File: config.mk
export PLATFORM = sky130hd
export DESIGN_NAME = access_mode_bus_expansion
export DESIGN_NICKNAME = d
export VERILOG_FILES = /design/src/access_mode_pkg.sv /design/src/access_mode_bus_expansion.sv /design/src/region_decode.sv
export SDC_FILE = /design/constraint.sdc
export NUM_CORES = 1
export LEC_CHECK = 0
export BUFFER_PORTS_ARGS = -buffer_cell sky130_fd_sc_hd__buf_2
export CAP_MARGIN = 40
export CORE_MARGIN = 3
export CORE_UTILIZATION = 48
export DETAILED_ROUTE_END_ITERATION = 7
export GPL_TIMING_DRIVEN = 0
export MAX_ROUTING_LAYER = met4
export PLACE_DENSITY = 0.85
export SYNTH_ARGS = -nofsm -noshare
export SYNTH_HDL_FRONTEND = slang
export SYNTH_SLANG_ARGS = --single-unit
export TNS_END_PERCENT = 1
File: constraint.sdc
create_clock -name core_clk -period 3.58 [get_ports core_clk]
set_clock_uncertainty 0.05 [all_clocks]
set_input_delay 1.074 -clock core_clk [delete_from_list [all_inputs] [get_ports core_clk]]
set_output_delay 1.074 -clock core_clk [all_outputs]
set_load 0.02 [all_outputs]
File: src/access_mode_pkg.sv
/*
 Constants shared by the access-mode bus expansion logic: access codes,
 address region bounds, run commands and reset timing.
 Assumes a single 20 MHz core clock.
*/
`default_nettype none
package access_mode_pkg;
   localparam int unsigned CLK_HZ          = 20_000_000;
   localparam logic [2:0]  ACCESS_0        = 3'h0;
   localparam logic [2:0]  ACCESS_1        = 3'h1;
   localparam logic [2:0]  ACCESS_2        = 3'h2;
   localparam logic [2:0]  ACCESS_3        = 3'h3;
   localparam logic [2:0]  ACCESS_4        = 3'h4;
   localparam logic [2:0]  ACCESS_5        = 3'h5;
   localparam logic [2:0]  ACCESS_RESET    = 3'h0;
   localparam logic [11:0] LOW_BLOCK_TOP   = 12'h3ff;
   localparam logic [11:0] REENTRY_BASE    = 12'h3f0;
   localparam logic [11:0] INBOX_DATA_TOP  = 12'h0ff;
   localparam logic [11:0] UPPER_BASE      = 12'h800;
   localparam logic [11:0] UPPER_TOP       = 12'hbff;
   localparam int unsigned REENTRY_BYTES   = 16;
   localparam int unsigned MONITOR_BYTES   = 4096;
   // Boot handshake wait before the monitor is declared started.
   localparam int unsigned BOOT_TIME_NS    = 1000;
   localparam int unsigned BOOT_CYCLES     = (BOOT_TIME_NS * (CLK_HZ / 1_000_000) + 999) / 1000;
   localparam logic [1:0]  RUN_NOBREAK     = 2'h0;
   localparam logic [1:0]  RUN_BREAK       = 2'h1;
   localparam logic [1:0]  RUN_STEP        = 2'h2;
   typedef enum logic [3:0] {
      ST_BOOT    = 4'b0001,
      ST_MONITOR = 4'b0010,
      ST_USER    = 4'b0100,
      ST_PROGRAM = 4'b1000
   } mode_e;
endpackage : access_mode_pkg
`default_nettype wire

File: src/access_mode_bus_expansion.sv
/*
 Access-mode controller for the expansion connector of a microcontroller
 development system: access code, bus and port-2 drive ownership, monitor
 entry, timer interrupt gating, reset and bootstrap sequencing.
 Assumes all inputs synchronous to core_clk; the connector wire resolution is outside.
*/
// Operation
// [RULE_01] System calls reachable only in codes 2, 5.
// [RULE_02] User program memory lies above 1k.
// [RULE_03] User data memory above 1k; box data 0-FF.
// [RULE_04] Port-2 low nibble selects data page.
// [RULE_05] Connector omits external-access select, step, crystals.
// [RULE_06] Box drivers never fight user drivers.
// [RULE_07] Monitor interrupt pushes one stack entry.
// [RULE_08] Bus AND/OR only code 3, no-break run.
// [RULE_09] Latch-to-bus only in codes 0, 3.
// [RULE_10] Program 3F0-3FF reserved for reentry code.
// [RULE_11] PROM programming writes reentry code automatically.
// [RULE_12] Timer interrupt off under break, step runs.
// [RULE_13] Reset boots monitor from 4k store.
// [RULE_14] Reset line bidirectional; reset key overrides.
// [RULE_15] Reset key sets access 0, enters monitor.
// [RULE_16] Six access codes assign program memory.
// [RULE_17] Data above 3FF paged by port-2 nibble. The code pages it only in codes 1, 2, 4 and 5.
`default_nettype none
module access_mode_bus_expansion (
   input  wire logic        core_clk,
   input  wire logic        nrst,
   input  wire logic        systemResetKey,
   input  wire logic        monitorInterruptKey,
   input  wire logic        setAccess,
   input  wire logic [2:0]  accessIn,
   input  wire logic        portTwoMapSetting,
   input  wire logic        runStart,
   input  wire logic [1:0]  runCommand,
   input  wire logic        programPromCmd,
   input  wire logic        programDone,
   input  wire logic [11:0] progAddr,
   input  wire logic [11:0] dataAddr,
   input  wire logic        andToBusInstruction,
   input  wire logic        orToBusInstruction,
   input  wire logic        latchToBusInstruction,
   input  wire logic        timerIrqReq,
   input  wire logic [3:0]  portTwoLowIn,
   input  wire logic [3:0]  portTwoLowCpu,
   input  wire logic [7:0]  busCpuOut,
   input  wire logic        busCpuDrive,
   input  wire logic        resetLineIn,
   output logic [2:0]       accessCode,
   output logic             monitorActive,
   output logic             userRunning,
   output logic             bootActive,
   output logic             stackPush,
   output logic             reentryWrite,
   output logic [3:0]       reentryIndex,
   output logic             timerIrqOut,
   output logic             busOpAllowed,
   output logic             busOpFault,
   output logic [3:0]       dataPage,
   output logic             dataPageValid,
   output logic             progLowChip,
   output logic             progLowRam,
   output logic             progMonitor,
   output logic             progExternal,
   output logic             reentryHit,
   output logic             sysCallOk,
   output logic             dataInBox,
   output logic [7:0]       busOut,
   output logic             busOe,
   output logic [3:0]       portTwoLowOut,
   output logic             portTwoLowOe,
   output logic             resetLineOut,
   output logic             resetLineOe,
   output logic             cpuResetActive
);
   access_mode_pkg::mode_e  mode;
   logic [1:0]              runKind;
   logic [11:0]             bootCount;
   logic [3:0]              reentryCount;
   logic                    keyDelay;
   logic                    dataPaged;
   logic                    busIsPort;

   region_decode decoder (
      .accessCode   (accessCode),
      .monitorMode  (monitorActive),
      .progAddr     (progAddr),
      .dataAddr     (dataAddr),
      .progLowChip  (progLowChip),
      .progLowRam   (progLowRam),
      .progMonitor  (progMonitor),
      .progExternal (progExternal),
      .sysCallOk    (sysCallOk),
      .dataInBox    (dataInBox),
      .dataPaged    (dataPaged)
   );

   // Access code register: reset key forces code 0; codes above 5 are ignored.
   always_ff @(posedge core_clk or negedge nrst) begin
      if (!nrst) begin
         accessCode <= access_mode_pkg::ACCESS_RESET;
      end else if (systemResetKey) begin
         accessCode <= access_mode_pkg::ACCESS_RESET; // see [RULE_15]
      end else if (setAccess && monitorActive && accessIn <= access_mode_pkg::ACCESS_5) begin
         accessCode <= accessIn; // see [RULE_16]
      end
   end

   // Mode sequencer: boot, monitor, user run, and PROM programming.
   always_ff @(posedge core_clk or negedge nrst) begin
      if (!nrst) begin
         mode <= access_mode_pkg::ST_BOOT;
      end else if (systemResetKey) begin
         mode <= access_mode_pkg::ST_BOOT; // see [RULE_13]
      end else begin
         case (mode)
            access_mode_pkg::ST_BOOT: begin
               if (bootCount == 12'(access_mode_pkg::BOOT_CYCLES - 1)) begin
                  mode <= access_mode_pkg::ST_MONITOR; // see [RULE_15]
               end
            end
            access_mode_pkg::ST_MONITOR: begin
               if (programPromCmd) begin
                  mode <= access_mode_pkg::ST_PROGRAM;
               end else if (runStart) begin
                  mode <= access_mode_pkg::ST_USER;
               end
            end
            access_mode_pkg::ST_USER: begin
               if (monitorInterruptKey) begin
                  mode <= access_mode_pkg::ST_MONITOR; // see [RULE_07]
               end
            end
            access_mode_pkg::ST_PROGRAM: begin
               if (programDone && reentryCount == 4'hf) begin
                  mode <= access_mode_pkg::ST_MONITOR;
               end
            end
            default: begin
               mode <= access_mode_pkg::ST_BOOT;
            end
         endcase
      end
   end

   always_ff @(posedge core_clk or negedge nrst) begin
      if (!nrst) begin
         bootCount <= 12'h000;
      end else if (systemResetKey || mode != access_mode_pkg::ST_BOOT) begin
         bootCount <= 12'h000;
      end else begin
         bootCount <= bootCount + 12'h001;
      end
   end

   always_ff @(posedge core_clk or negedge nrst) begin
      if (!nrst) begin
         runKind <= access_mode_pkg::RUN_NOBREAK;
      end else if (mode == access_mode_pkg::ST_MONITOR && runStart && !programPromCmd) begin
         runKind <= runCommand;
      end
   end

   // Reentry code is written over the 16 reserved top bytes of the low block.
   always_ff @(posedge core_clk or negedge nrst) begin
      if (!nrst) begin
         reentryCount <= 4'h0;
      end else if (mode != access_mode_pkg::ST_PROGRAM) begin
         reentryCount <= 4'h0;
      end else if (programDone && reentryCount != 4'hf) begin
         reentryCount <= reentryCount + 4'h1; // see [RULE_11]
      end
   end

   // One push per key press: edge of the key while the user program runs.
   always_ff @(posedge core_clk or negedge nrst) begin
      if (!nrst) begin
         keyDelay <= 1'b0;
      end else begin
         keyDelay <= monitorInterruptKey;
      end
   end

   // Page latched from the port-2 low nibble for paged data accesses.
   always_ff @(posedge core_clk or negedge nrst) begin
      if (!nrst) begin
         dataPage      <= 4'h0;
         dataPageValid <= 1'b0;
      end else begin
         dataPage      <= portTwoMapSetting ? portTwoLowIn : portTwoLowCpu; // see [RULE_04]
         dataPageValid <= dataPaged && !dataInBox; // see [RULE_17]
      end
   end

   always_ff @(posedge core_clk or negedge nrst) begin
      if (!nrst) begin
         busOut        <= 8'h00;
         portTwoLowOut <= 4'h0;
      end else begin
         busOut        <= busCpuOut;
         portTwoLowOut <= portTwoLowCpu;
      end
   end

   always_comb begin
      monitorActive  = mode == access_mode_pkg::ST_MONITOR || mode == access_mode_pkg::ST_PROGRAM;
      userRunning    = mode == access_mode_pkg::ST_USER;
      bootActive     = mode == access_mode_pkg::ST_BOOT;
      stackPush      = userRunning && monitorInterruptKey && !keyDelay; // see [RULE_07]
      reentryWrite   = mode == access_mode_pkg::ST_PROGRAM; // see [RULE_11]
      reentryIndex   = reentryCount;
      reentryHit     = userRunning && progAddr >= access_mode_pkg::REENTRY_BASE &&
                       progAddr <= access_mode_pkg::LOW_BLOCK_TOP; // see [RULE_10]
      timerIrqOut    = timerIrqReq && userRunning && runKind == access_mode_pkg::RUN_NOBREAK; // see [RULE_12]
      busIsPort      = accessCode == access_mode_pkg::ACCESS_0 || accessCode == access_mode_pkg::ACCESS_3;
      if (andToBusInstruction || orToBusInstruction) begin
         busOpAllowed = accessCode == access_mode_pkg::ACCESS_3 &&
                        runKind == access_mode_pkg::RUN_NOBREAK; // see [RULE_08]
      end else if (latchToBusInstruction) begin
         busOpAllowed = busIsPort; // see [RULE_09]
      end else begin
         busOpAllowed = 1'b1;
      end
      busOpFault     = userRunning && !busOpAllowed;
      // Box drivers release the bus and nibble whenever user hardware may own them.
      busOe          = busCpuDrive && !monitorActive && !bootActive; // see [RULE_05] [RULE_06]
      portTwoLowOe   = !portTwoMapSetting && !bootActive; // see [RULE_06]
      resetLineOut   = 1'b0;
      resetLineOe    = systemResetKey || bootActive; // see [RULE_14]
      cpuResetActive = systemResetKey || !resetLineIn; // see [RULE_14]
   end
endmodule : access_mode_bus_expansion
`default_nettype wire

File: src/region_decode.sv
/*
 Combinational program and data address decoder for the current access code.
 Assumes the access code is held stable by the controller.
*/
`default_nettype none
module region_decode (
   input  wire logic [2:0]  accessCode,
   input  wire logic        monitorMode,
   input  wire logic [11:0] progAddr,
   input  wire logic [11:0] dataAddr,
   output logic             progLowChip,
   output logic             progLowRam,
   output logic             progMonitor,
   output logic             progExternal,
   output logic             sysCallOk,
   output logic             dataInBox,
   output logic             dataPaged
);
   logic lowBlock;
   logic upper;
   always_comb begin
      lowBlock     = progAddr <= access_mode_pkg::LOW_BLOCK_TOP;
      upper        = !lowBlock;
      // System calls live in monitor memory reachable only in codes 2 and 5.
      sysCallOk    = (accessCode == access_mode_pkg::ACCESS_2) ||
                     (accessCode == access_mode_pkg::ACCESS_5); // see [RULE_01]
      progMonitor  = monitorMode || (upper && sysCallOk); // see [RULE_16]
      progLowChip  = !monitorMode && lowBlock && (accessCode >= access_mode_pkg::ACCESS_3);
      progLowRam   = !monitorMode && lowBlock && (accessCode < access_mode_pkg::ACCESS_3);
      // External program memory only above the low block; the low block is never redirected.
      progExternal = !monitorMode && upper &&
                     ((accessCode == access_mode_pkg::ACCESS_1) ||
                      (accessCode == access_mode_pkg::ACCESS_4)); // see [RULE_02]
      dataInBox    = dataAddr <= access_mode_pkg::INBOX_DATA_TOP; // see [RULE_03]
      dataPaged    = (dataAddr > access_mode_pkg::LOW_BLOCK_TOP) &&
                     (sysCallOk || progExternal ||
                      (accessCode == access_mode_pkg::ACCESS_1) ||
                      (accessCode == access_mode_pkg::ACCESS_4)); // see [RULE_17]
   end
endmodule : region_decode
`default_nettype wire

### Word-level counts from Yosys, hierarchy flattened

Index checks and enable logic that the tools add are counted.

| storage, ports and cells | value |
|---|---|
| register bits after elaboration | 43 |
| input port bits | 60 |
| output and inout port bits | 44 |
| word-level logic and storage cells | 103 |

| cells by class | value |
|---|---|
| add/sub/neg operators | 2 |
| magnitude comparators | 7 |
| eq/ne operators | 18 |
| muxes and demuxes | 15 |
| reductions and logical operators | 51 |

Operators with widths:

| kind | number |
|---|---|
| 4-bit two-way mux | 9 |
| 1-bit logical AND | 25 |
| 4-bit case mux with 4 select lines | 1 |
| 12-bit by 1-bit adder with 12-bit output, second input constant | 1 |
| 12-bit by 5-bit equality test with 1-bit output, second input constant | 1 |
| 12-bit by 10-bit greater-or-equal comparator with 1-bit output, second input constant | 1 |
| 12-bit by 10-bit greater-than comparator with 1-bit output, second input constant | 1 |
| 12-bit by 10-bit <= comparator with 1-bit output, second input constant | 1 |
| 12-bit by 8-bit <= comparator with 1-bit output, second input constant | 1 |
| 1-bit logical OR | 12 |
| 12-bit two-way mux | 1 |
| 4-bit inequality test, second input constant | 3 |
| 1-bit zero test | 9 |
| 4-bit equality test, second input constant | 2 |
| 3-bit by 2-bit equality test with 1-bit output, second input constant | 2 |
| 3-bit equality test, second input constant | 2 |
| 3-bit two-way mux | 2 |
| 3-bit by 2-bit inequality test with 1-bit output, second input constant | 2 |
| 4-bit by 1-bit adder with 4-bit output, second input constant | 1 |
| 4-bit by 1-bit equality test with 1-bit output, second input constant | 1 |
| 4-bit by 2-bit equality test with 1-bit output, second input constant | 1 |
| 4-bit by 3-bit equality test with 1-bit output, second input constant | 1 |
| 4-bit by 1-bit inequality test with 1-bit output, second input constant | 1 |
| 4-bit AND reduction | 1 |
| other kinds (9) | 11 |

### Longest topological paths before layout

Gate-level depths: netlist of run 1.

| depth | value |
|---|---|
| depth in word-level cells | 10 |
| mapped depth | 5 |
| gate-level depth less buffers | 5 |

### By module

Synthesis of run 1 repeated with hierarchy kept, for this count alone.

| unflattened totals | value |
|---|---|
| cell total of the unflattened synthesis | 193 |
| area, all modules | 2,053.2 um^2 |

By module, submodules not included:

| module | instances | cells each | area an instance (um^2) | seq. area each (um^2) |
|---|---|---|---|---|
| access_mode_bus_expansion | 1 | 173 | 1,929.4 | 1,077.3 |
| region_decode | 1 | 20 | 123.9 | 0.0 |

### Worst setup path after synthesis of run 1

No wires, ideal clock.

| timing | value |
|---|---|
| path type | input-to-output |
| from | input port latchToBusInstruction |
| to | output port busOpFault |
| data arrival time | 1,998 ps |
| required time | 2,456 ps |
| slack | 458 ps |
| stages on the path | 2 |
| path buffers | 0 |
| path through | o32ai_1 > nor2_1 |

| on the way | value |
|---|---|
| word-level cells in the longest chain between the ends | 4 |

Ends and longest elaborated chain:

| item | RTL line | RTL |
|---|---|---|
| start: declaration | access_mode_bus_expansion.sv:42 | `input wire logic latchToBusInstruction,` |
| 1-bit two-way mux | access_mode_bus_expansion.sv:219 | `end else if (latchToBusInstruction) begin` |
| 1-bit two-way mux | access_mode_bus_expansion.sv:216 | `if (andToBusInstruction \|\| orToBusInstruction) begin` |
| 1-bit zero test | access_mode_bus_expansion.sv:224 | `busOpFault = userRunning && !busOpAllowed;` |
| 1-bit logical AND | access_mode_bus_expansion.sv:224 |  |
| end: declaration | access_mode_bus_expansion.sv:58 | `output logic busOpFault,` |

No other way between the ends.

### Worst setup path after layout of run 1

| timing | value |
|---|---|
| from | register mode[0] |
| to | output port resetLineOe |

| on the way | value |
|---|---|
| word-level cells in the longest chain between the ends | 2 |

Ends and longest elaborated chain:

| item | RTL line | RTL |
|---|---|---|
| start: declaration | access_mode_bus_expansion.sv:76 | `access_mode_pkg::mode_e mode;` |
| start signal: assignment | access_mode_bus_expansion.sv:112 | `mode <= access_mode_pkg::ST_BOOT;` |
| start signal: assignment | access_mode_bus_expansion.sv:114 | `mode <= access_mode_pkg::ST_BOOT;` |
| start signal: assignment | access_mode_bus_expansion.sv:119 | `mode <= access_mode_pkg::ST_MONITOR;` |
| 4-bit by 1-bit equality test with 1-bit output | access_mode_bus_expansion.sv:208 | `bootActive = mode == access_mode_pkg::ST_BOOT;` |
| 1-bit logical OR | access_mode_bus_expansion.sv:229 | `resetLineOe = systemResetKey \|\| bootActive;` |
| end: declaration | access_mode_bus_expansion.sv:73 | `output logic resetLineOe,` |

No other way between the ends.

==> results of run 1 <==
==> power groups by stage <==
stage / registers [mW] / logic, mW / clock network, mW
6_report: 0.561 / 0.255 / 0.328
5_1_grt: 0.569 / 0.278 / 0.353
4_1_cts: 0.560 / 0.257 / 0.334
3_5_place_dp: 0.570 / 0.255 / 0
3_3_place_gp: 0.569 / 0.247 / 0
2_1_floorplan: 0.580 / 0.136 / 0
==> how the worst min path moves through the flow <==
stage | start | endpoint | slack [ns] | cells past startpoint
2_1_floorplan | bootCount[0] | bootCount[0] | 0.40 | 1
4_1_cts | bootCount[0] | bootCount[0] | 0.45 | 1
6_report | bootCount[0] | bootCount[0] | 0.45 | 1
3_3_place_gp | bootCount[0] | bootCount[0] | 0.43 | 1
3_5_place_dp | bootCount[0] | bootCount[0] | 0.44 | 1
5_1_grt | bootCount[0] | bootCount[0] | 0.49 | 1
==> per-stage QoR <==
step / hold WS [ns] / instance area (um2) / total power, mW
after detailed placement: 0.439 / 2450 / 0.825
after CTS: 0.453 / 2540 / 1.15
after floorplan: 0.403 / 1920 / 0.716
final: 0.452 / 2540 / 1.14
after global routing: 0.488 / 2540 / 1.20
after global placement: 0.427 / 2430 / 0.816
==> area by class of cell <==
type / count / area, um2 / share of cell area
Clock inverter: 3 / 26.3 / 0.0103
Multi-Input combinational cell: 126 / 800 / 0.315
Timing Repair Buffer: 91 / 470 / 0.185
Inverter: 5 / 18.8 / 0.00739
Tap cell: 48 / 60.1 / 0.0236
Clock buffer: 5 / 68.8 / 0.0271
Sequential cell: 43 / 1080 / 0.424
Buffer: 4 / 20.0 / 0.00788
==> sequential cells by signal (all words and copies together), names as in the netlist <==
register	count
dataPageValid	1
accessCode	3
reentryIndex	4
dataPage	4
portTwoLowOut	4
bootCount	12
runKind	2
mode	4
keyDelay	1
busOut	8
==> cells by family after synthesis <==
| group | synth area share |
|---|---|
| DFF | 0.562 |
| adders and majority gates | 0.0131 |
| xor gates and xnor gates | 0.0686 |
| other | 0.00196 |
| muxes | 0.0509 |
| AOI/OAI and AO/OA | 0.0555 |
| buffers and inverters | 0.0202 |
| and+or+nand+nor | 0.227 |
==> routing by layer <==
| metal | share of wire | up-vias |
|---|---|---|
| met5 | 0 | - |
| met4 | 0.018 | 0 |
| met3 | 0.069 | 10 |
| met2 | 0.49 | 64 |
| met1 | 0.43 | 776 |
| li1 | - | 825 |
==> cell usage after synthesis, types with 3 or more instances <==
master and instances:
dfrtp_1 42, nor2_1 26, nand2_1 13, xnor2_1 8
nand3_1 7, nor3_1 7, xor2_1 7, mux2_2 6
nor4_1 6, a21oi_1 5, inv_1 5, nand4_1 5
and3_1 3, mux2i_1 3, or2_2 3
==> worst max-delay path: stages (launching register included) <==
cell and delay (ns):
dfstp_2 0.59, nor4b_2 0.68, or2_2 0.22, buf_2 0.16
==> results.tsv, run 1 <==
metric	value	unit
outcome	finished clean	
critical path fanouts, max	7	
CP startpoint	mode[0]	
pwr dens	450	nW/um2
total of max-cap violations	0	
area leader, netlist	dfrtp_1	
drt pass-1 iters	4	
Pleak	1.31	nW
final period utilization	0.864	
part of the Yosys area used for sequential elements	0.562	
die height	69.2	um
met3 usage	0.0652	
clk buf depth	2	
CTS resizes	0	
Wirelength per Cell	13.6	um
CP Capture Point	resetLineOe	
met1 Usage GRT	0.250	
DRC Markers	0	
synth top area cells	dfrtp_1 55%, nor2_1 5.1%, xnor2_1 3.7%	
number of port buffers	90	
Finished Layout Cells	325	
die width	69.2	um
first-pass GRT wire length	7470	um
dpl hpwl	3380	um
pin count of the biggest net entering global routing	30	
full die area	4780	um2
total routed wirelength	4430	um
Total GRT Usage	0.201	
combinational share of power	0.223	
vias per inst	5.15	
register bit count reported by yosys	43	
cts hold-fix bufs	0	
initial core utilization	0.512	
Cell Rows	22	
GP Congestion	0.777	
Int Pwr	0.774	mW
most common cell after layout, fill and taps aside	buf_2	
switching portion of total power	0.323	
M2 GR Usage	0.313	
CTS clock-pin slew for the worst setup and hold paths	0.09	ns
GRT overflow	0	
layout cells sized above 1	0.404	
vias in the first global route	1640	
crit end category	output pin	
Slew HR	0.459	
Unique masters post-synth	40	
Cells after DPL	317	
CTS tree	done	
Final setup viols	0	
reg2reg start	mode[0]	
RSZ-0062 raised after global routing	false	
VDD IR-drop max	0.391	mV
CP Launch Type	register	
CTS sink cnt	43	
Reg power frac	0.490	
area of the core	3740	um2
H-tree depth	2	
Post-synth EDFFs	0	
number of I/O pins	104	
hold crit path type	register to register	
worst-margin pin slew	0.809	ns
# nets final	338	
Clock Root Buffer	clkbuf_8	
Synth top area share	0.549	
R2R Path End	bootCount[3]	
Ys Warns	0	
post-layout util	0.679	
ys async rst share	1.00	
Worst EP required	2.46	ns
setup TNS	0	ns
postcts setup bufs	0	
Period minus WS final	3.09	ns
endpoints failing hold	0	
syn avg cell area	10.8	um2
Mapped Nets	240	
final setup margin	0.488	ns
initial antenna violation count	0	
Synth Flop Type	dfrtp_1	
most frequent cells in the layout	91 x buf_2, 42 x dfrtp_1, 26 x nor2_1	
f_max	323	MHz
worst r2r path cells	4	
number of buffers created by CTS	5	
Routed Antenna Nets	0	
Fill cells	307	
mapped cell area	1920	um2
pre-CTS setup slack	0.584	ns
DR iter-0 viols	49	
vias	1675	
Post-Synthesis Cells	178	
Psw	0.370	mW
Max Slew Vio Count	0	
# diodes	0	
crit path DAT	1.97	ns
Skew-Pair Late Insertion Delay	0.31	ns
Setup CP Type	register to output pin	
reg2reg setup slack	1.56	ns
clock power share	0.287	
busiest layer in global routing	met2	
area grow syn2layout	32.7	%
No activity file was read; power rests on OpenSTA's default activity.
==> inputs of run 2 (changes only) <==
- PLACE_DENSITY: 0.85 -> 0.89
==> results.tsv, run 2 (synthesized netlist as in run 1, its figures left out) <==
metric	value	unit
dpl hpwl	3380	um
GP Congestion	0.795	
RSZ-0062 raised after global routing	false	
Routed Antenna Nets	0	
vias in the first global route	1669	
VDD IR-drop max	0.386	mV
slowest stage delay, CP	0.24	ns
clock power share	0.311	
CTS tree	done	
Period minus WS final	3.02	ns
Worst EP required	2.46	ns
pwr dens	461	nW/um2
CTS clock-pin slew for the worst setup and hold paths	0.08	ns
area grow syn2layout	33.8	%
Min Hold Slack	0.449	ns
worst-path cell chain	buf_2 > nor4_1 > a31oi_1 > o32ai_1 > buf_2	
most common cell after layout, fill and taps aside	buf_2	
GRT overflow	0	
final period utilization	0.844	
number of I/O pins	104	
# diodes	0	
Skew-Pair Late Insertion Delay	0.29	ns
die height	69.2	um
initial core utilization	0.512	
most frequent cells in the layout	91 x buf_2, 42 x dfrtp_1, 26 x nor2_1	
Reg power frac	0.475	
first-pass GRT wire length	7270	um
Total GRT Usage	0.187	
Psw	0.342	mW
Largest regs	bootCount x12, busOut x8	
critical path's top delay family	buffers and inverters	
vias per inst	5.19	
CP Launch Type	primary input	
postcts setup bufs	0	
layout cells sized above 1	0.401	
cts hold-fix bufs	0	
Largest Register	bootCount	
setup TNS	0	ns
Pleak	1.32	nW
CP max-delay cell	nor4_1	
outcome	finished clean	
switching portion of total power	0.289	
Setup CP Type	primary input to output pin	
Int Pwr	0.840	mW
CTS resizes	0	
vias	1686	
Slew HR	0.536	
area of the core	3740	um2
CTS sink cnt	43	
f_max	331	MHz
full die area	4780	um2
die width	69.2	um
H-tree depth	2	
total of max-cap violations	0	
# nets final	338	
crit end category	output pin	
initial antenna violation count	0	
drt pass-1 iters	6	
Largest register FFs	12	
Final setup viols	0	
Max Slew Vio Count	0	
combinational share of power	0.214	
WP buf/inv	2	
Clock Root Buffer	clkbuf_8	
cell mode on critical path	buf_2	
worst-margin pin slew	0.690	ns
pin count of the biggest net entering global routing	24	
clk buf depth	2	
number of port buffers	90	
DR iter-0 viols	39	
crit path DAT	1.90	ns
critical path fanouts, max	3	
Cell Rows	22	
DRC Markers	0	
total routed wirelength	4320	um
Wirelength per Cell	13.3	um
number of buffers created by CTS	5	
hold crit path type	register to register	
endpoints failing hold	0	
run 2: stage by stage:
step                      setup slack [ns]  area, um2  std cells  total power [mW]   util
after floorplan                      0.458       1920        178             0.716      -
after global routing                 0.496       2560        325              1.24  0.685
after detailed placement             0.568       2450        317             0.824  0.655
after global placement               0.617       2430        316             0.812  0.648
after CTS                            0.563       2560        325              1.19  0.685
final                                0.559       2560        325              1.18  0.685
run 2: layer usage:
layer | up-vias | share of wire | wire length, um | GRT usage
met2 | 57 | 0.51 | 2210 | 0.313
li1 | 821 | - | - | -
met4 | 0 | 0.011 | 46 | 0.0412
met1 | 799 | 0.42 | 1800 | 0.232
met5 | - | 0 | 0 | -
met3 | 9 | 0.060 | 261 | 0.0464
run 2: final cells by class:
| class | count | area, um2 |
|---|---|---|
| Buffer | 4 | 20.0 |
| Clock buffer | 6 | 72.6 |
| Clock inverter | 2 | 37.5 |
| Fill cell | 317 | 1180 |
| Inverter | 5 | 18.8 |
| Multi-Input combinational cell | 126 | 800 |
| Sequential cell | 43 | 1080 |
| Tap cell | 48 | 60.1 |
| Timing Repair Buffer | 91 | 478 |
run 2: power by group through the flow:
stage                     combinational [mW]  clock, mW  sequential, mW
after floorplan                        0.136          0           0.580
after global placement                 0.245          0           0.567
after detailed placement               0.254          0           0.570
after CTS                              0.256      0.371           0.561
after global routing                   0.278      0.391           0.567
final                                  0.253      0.368           0.561
run 2: final timing paths:
path / start / endpoint / slack, ns / cells past startpoint
worst max-delay path: orToBusInstruction / busOpAllowed / 0.56 / 5
max in group asynchronous: nrst / mode[0] / 2.22 / 2
worst min-delay path: bootCount[0] / bootCount[0] / 0.45 / 1
min in group asynchronous: nrst / dataPage[0] / 0.70 / 1
worst max register to register: mode[0] / bootCount[4] / 1.69 / 4
worst min register to register: bootCount[0] / bootCount[0] / 0.45 / 1
==> inputs of run 3 (changes only) <==
- ABC_AREA: unset -> 1
- CORE_UTILIZATION: 48 -> 40
- PLACE_DENSITY: 0.89 -> 0.79
- clock period: 3.58 -> 2.6 ns (I/O delays scaled with it)
==> results.tsv, run 3 <==
metric	value	unit
hold crit path type	primary input to asynchronous set/reset pin	
Ys Warns	0	
vias	1848	
synth top area cells	dfrtp_1 53%, nand2_1 7.6%, nor2_1 6.4%	
total of max-cap violations	0	
cts hold-fix bufs	0	
pin count of the biggest net entering global routing	33	
most frequent cells in the layout	90 x buf_2, 42 x dfrtp_1, 40 x nand2_1	
endpoints failing hold	0	
worst-path cell chain	nor2_1 > nand2_2 > nand2_4 > inv_1 > nand2_1 > a21oi_1 > buf_2	
Mapped Nets	288	
clk buf depth	2	
R2R Path End	mode[1]	
Synth Flop Type	dfrtp_1	
Post-synth EDFFs	0	
syn avg cell area	8.79	um2
final setup margin	0.196	ns
CP Depth	7	
pwr dens	612	nW/um2
critical path's top delay family	flip-flops	
postcts setup bufs	0	
die width	76.5	um
Fill cells	452	
setup TNS	0	ns
first-pass GRT wire length	7710	um
part of the Yosys area used for sequential elements	0.543	
number of I/O pins	104	
crit end category	output pin	
vias per inst	4.71	
Final setup viols	0	
CP max-delay cell	dfstp_2	
mapped cell area	1990	um2
vias in the first global route	1872	
number of buffers created by CTS	5	
final period utilization	0.925	
Synth top area share	0.529	
CTS tree	done	
initial antenna violation count	0	
die height	76.5	um
Post-Synthesis Cells	226	
Synth top cells by count	42 x dfrtp_1, 40 x nand2_1, 34 x nor2_1, 25 x inv_1, 18 x nand3_1	
DRC Markers	0	
crit path DAT	1.57	ns
GRT overflow	0	
drt pass-1 iters	4	
register bit count reported by yosys	43	
ys async rst share	1.00	
RSZ-0062 raised after global routing	false	
most common cell after layout, fill and taps aside	buf_2	
reg2reg start	mode[0]	
layout cells sized above 1	0.378	
Wirelength per Cell	11.3	um
CTS resizes	0	
GP Congestion	0.849	
post-layout util	0.559	
Skew-Pair Late Insertion Delay	0.30	ns
number of port buffers	90	
Setup CP Type	register to output pin	
Largest regs	bootCount x12, busOut x8	
CP Launch Type	register	
reg2reg setup slack	1.18	ns
dpl hpwl	3530	um
# nets final	386	
Unique masters post-synth	33	
Largest register FFs	12	
# diodes	0	
total power	1.63	mW
Clock Root Buffer	clkbuf_8	
full die area	5850	um2
CTS clock-pin slew for the worst setup and hold paths	0.09	ns
Max Slew Vio Count	0	
VDD IR-drop max	0.399	mV
pre-CTS setup slack	0.277	ns
area grow syn2layout	33.8	%
Largest Register	bootCount	
outcome	finished clean	
cell with the most instances after synthesis	dfrtp_1	
initial core utilization	0.418	
critical path fanouts, max	6	
f_max	416	MHz
Period minus WS final	2.40	ns
Worst EP required	1.77	ns
DR iter-0 viols	81	
CTS sink cnt	43	
area of the core	4750	um2
Cell Rows	25	
worst r2r path cells	6	
Pleak	1.41	nW
area leader, netlist	dfrtp_1	
slowest stage delay, CP	0.58	ns
H-tree depth	2	
total routed wirelength	4410	um
Total GRT Usage	0.164	
WP buf/inv	2	
Routed Antenna Nets	0	
## run 3: changes by cell type in the layout (fill, tap and decap cells not counted), moves of 6 or more
cell,change
nand2_1,+27
inv_1,+20
nand3_1,+11
nor2_1,+8
a21oi_1,+7
xnor2_1,-7
o21ai_0,+6
xor2_1,-6
## run 3: metal layers
layer  GRT usage  vias up  part of all wire
met1       0.177      849              0.41
met2       0.293       70              0.52
met4      0.0507        0             0.013
li1            -      923                 -
met5           -        -                 0
met3      0.0426        6             0.062
## run 3: logic make-up after synthesis
group                    after synthesis  share of synthesized area
other                                  1                    0.00189
buffers and inverters                 31                     0.0605
flip-flops                            43                      0.543
AND/OR/NAND/NOR                      112                      0.262
XOR/XNOR                               2                    0.00882
multiplexers                           4                     0.0227
AO/OA/AOI/OAI                         31                     0.0888
adder cells (fa/ha/maj)                2                     0.0126
## run 3: layout make-up
type,instances,area (um2),share of cell area
buffer,1,7.51,0.00283
sequential,43,1080,0.406
tap,67,83.8,0.0316
clock buffer,5,68.8,0.0259
timing repair buffer,91,470,0.177
multi-input combinational,152,788,0.297
clock inverter,3,47.5,0.0179
inverter,30,113,0.0424
## run 3: where the power goes
part | leakage [nW] | switching, mW | total, mW | internal [mW]
logic | 0.803 | 0.224 | 0.346 | 0.123
registers | 0.545 | 0.0256 | 0.747 | 0.722
clock network | 0.0587 | 0.241 | 0.532 | 0.291
## run 3: stage by stage
stage	cell area [um2]	instances	hold WS [ns]
floorplan	1990	226	0.381
global placement	2520	383	0.393
detailed placement	2540	384	0.403
CTS	2660	392	0.320
global route	2660	392	0.328
finish	2660	392	0.312
## run 3: worst max-delay path by stage
stage                     slack, ns     startpoint          end
after floorplan                0.05  accessCode[2]  progMonitor
after global placement         0.29   progAddr[11]   reentryHit
after detailed placement       0.28   progAddr[11]  progLowChip
after CTS                      0.18        mode[0]  progLowChip
after global routing           0.02        mode[1]  timerIrqOut
final                          0.20        mode[0]  progLowChip
## run 3: worst reg2reg max path: stages (launching register included)
cell     delay (ns)
dfstp_2        0.58
nor2_2         0.06
nand3_1        0.23
nor2_1         0.10
nor2_1         0.15
nand2_1        0.06
o21ai_1        0.12
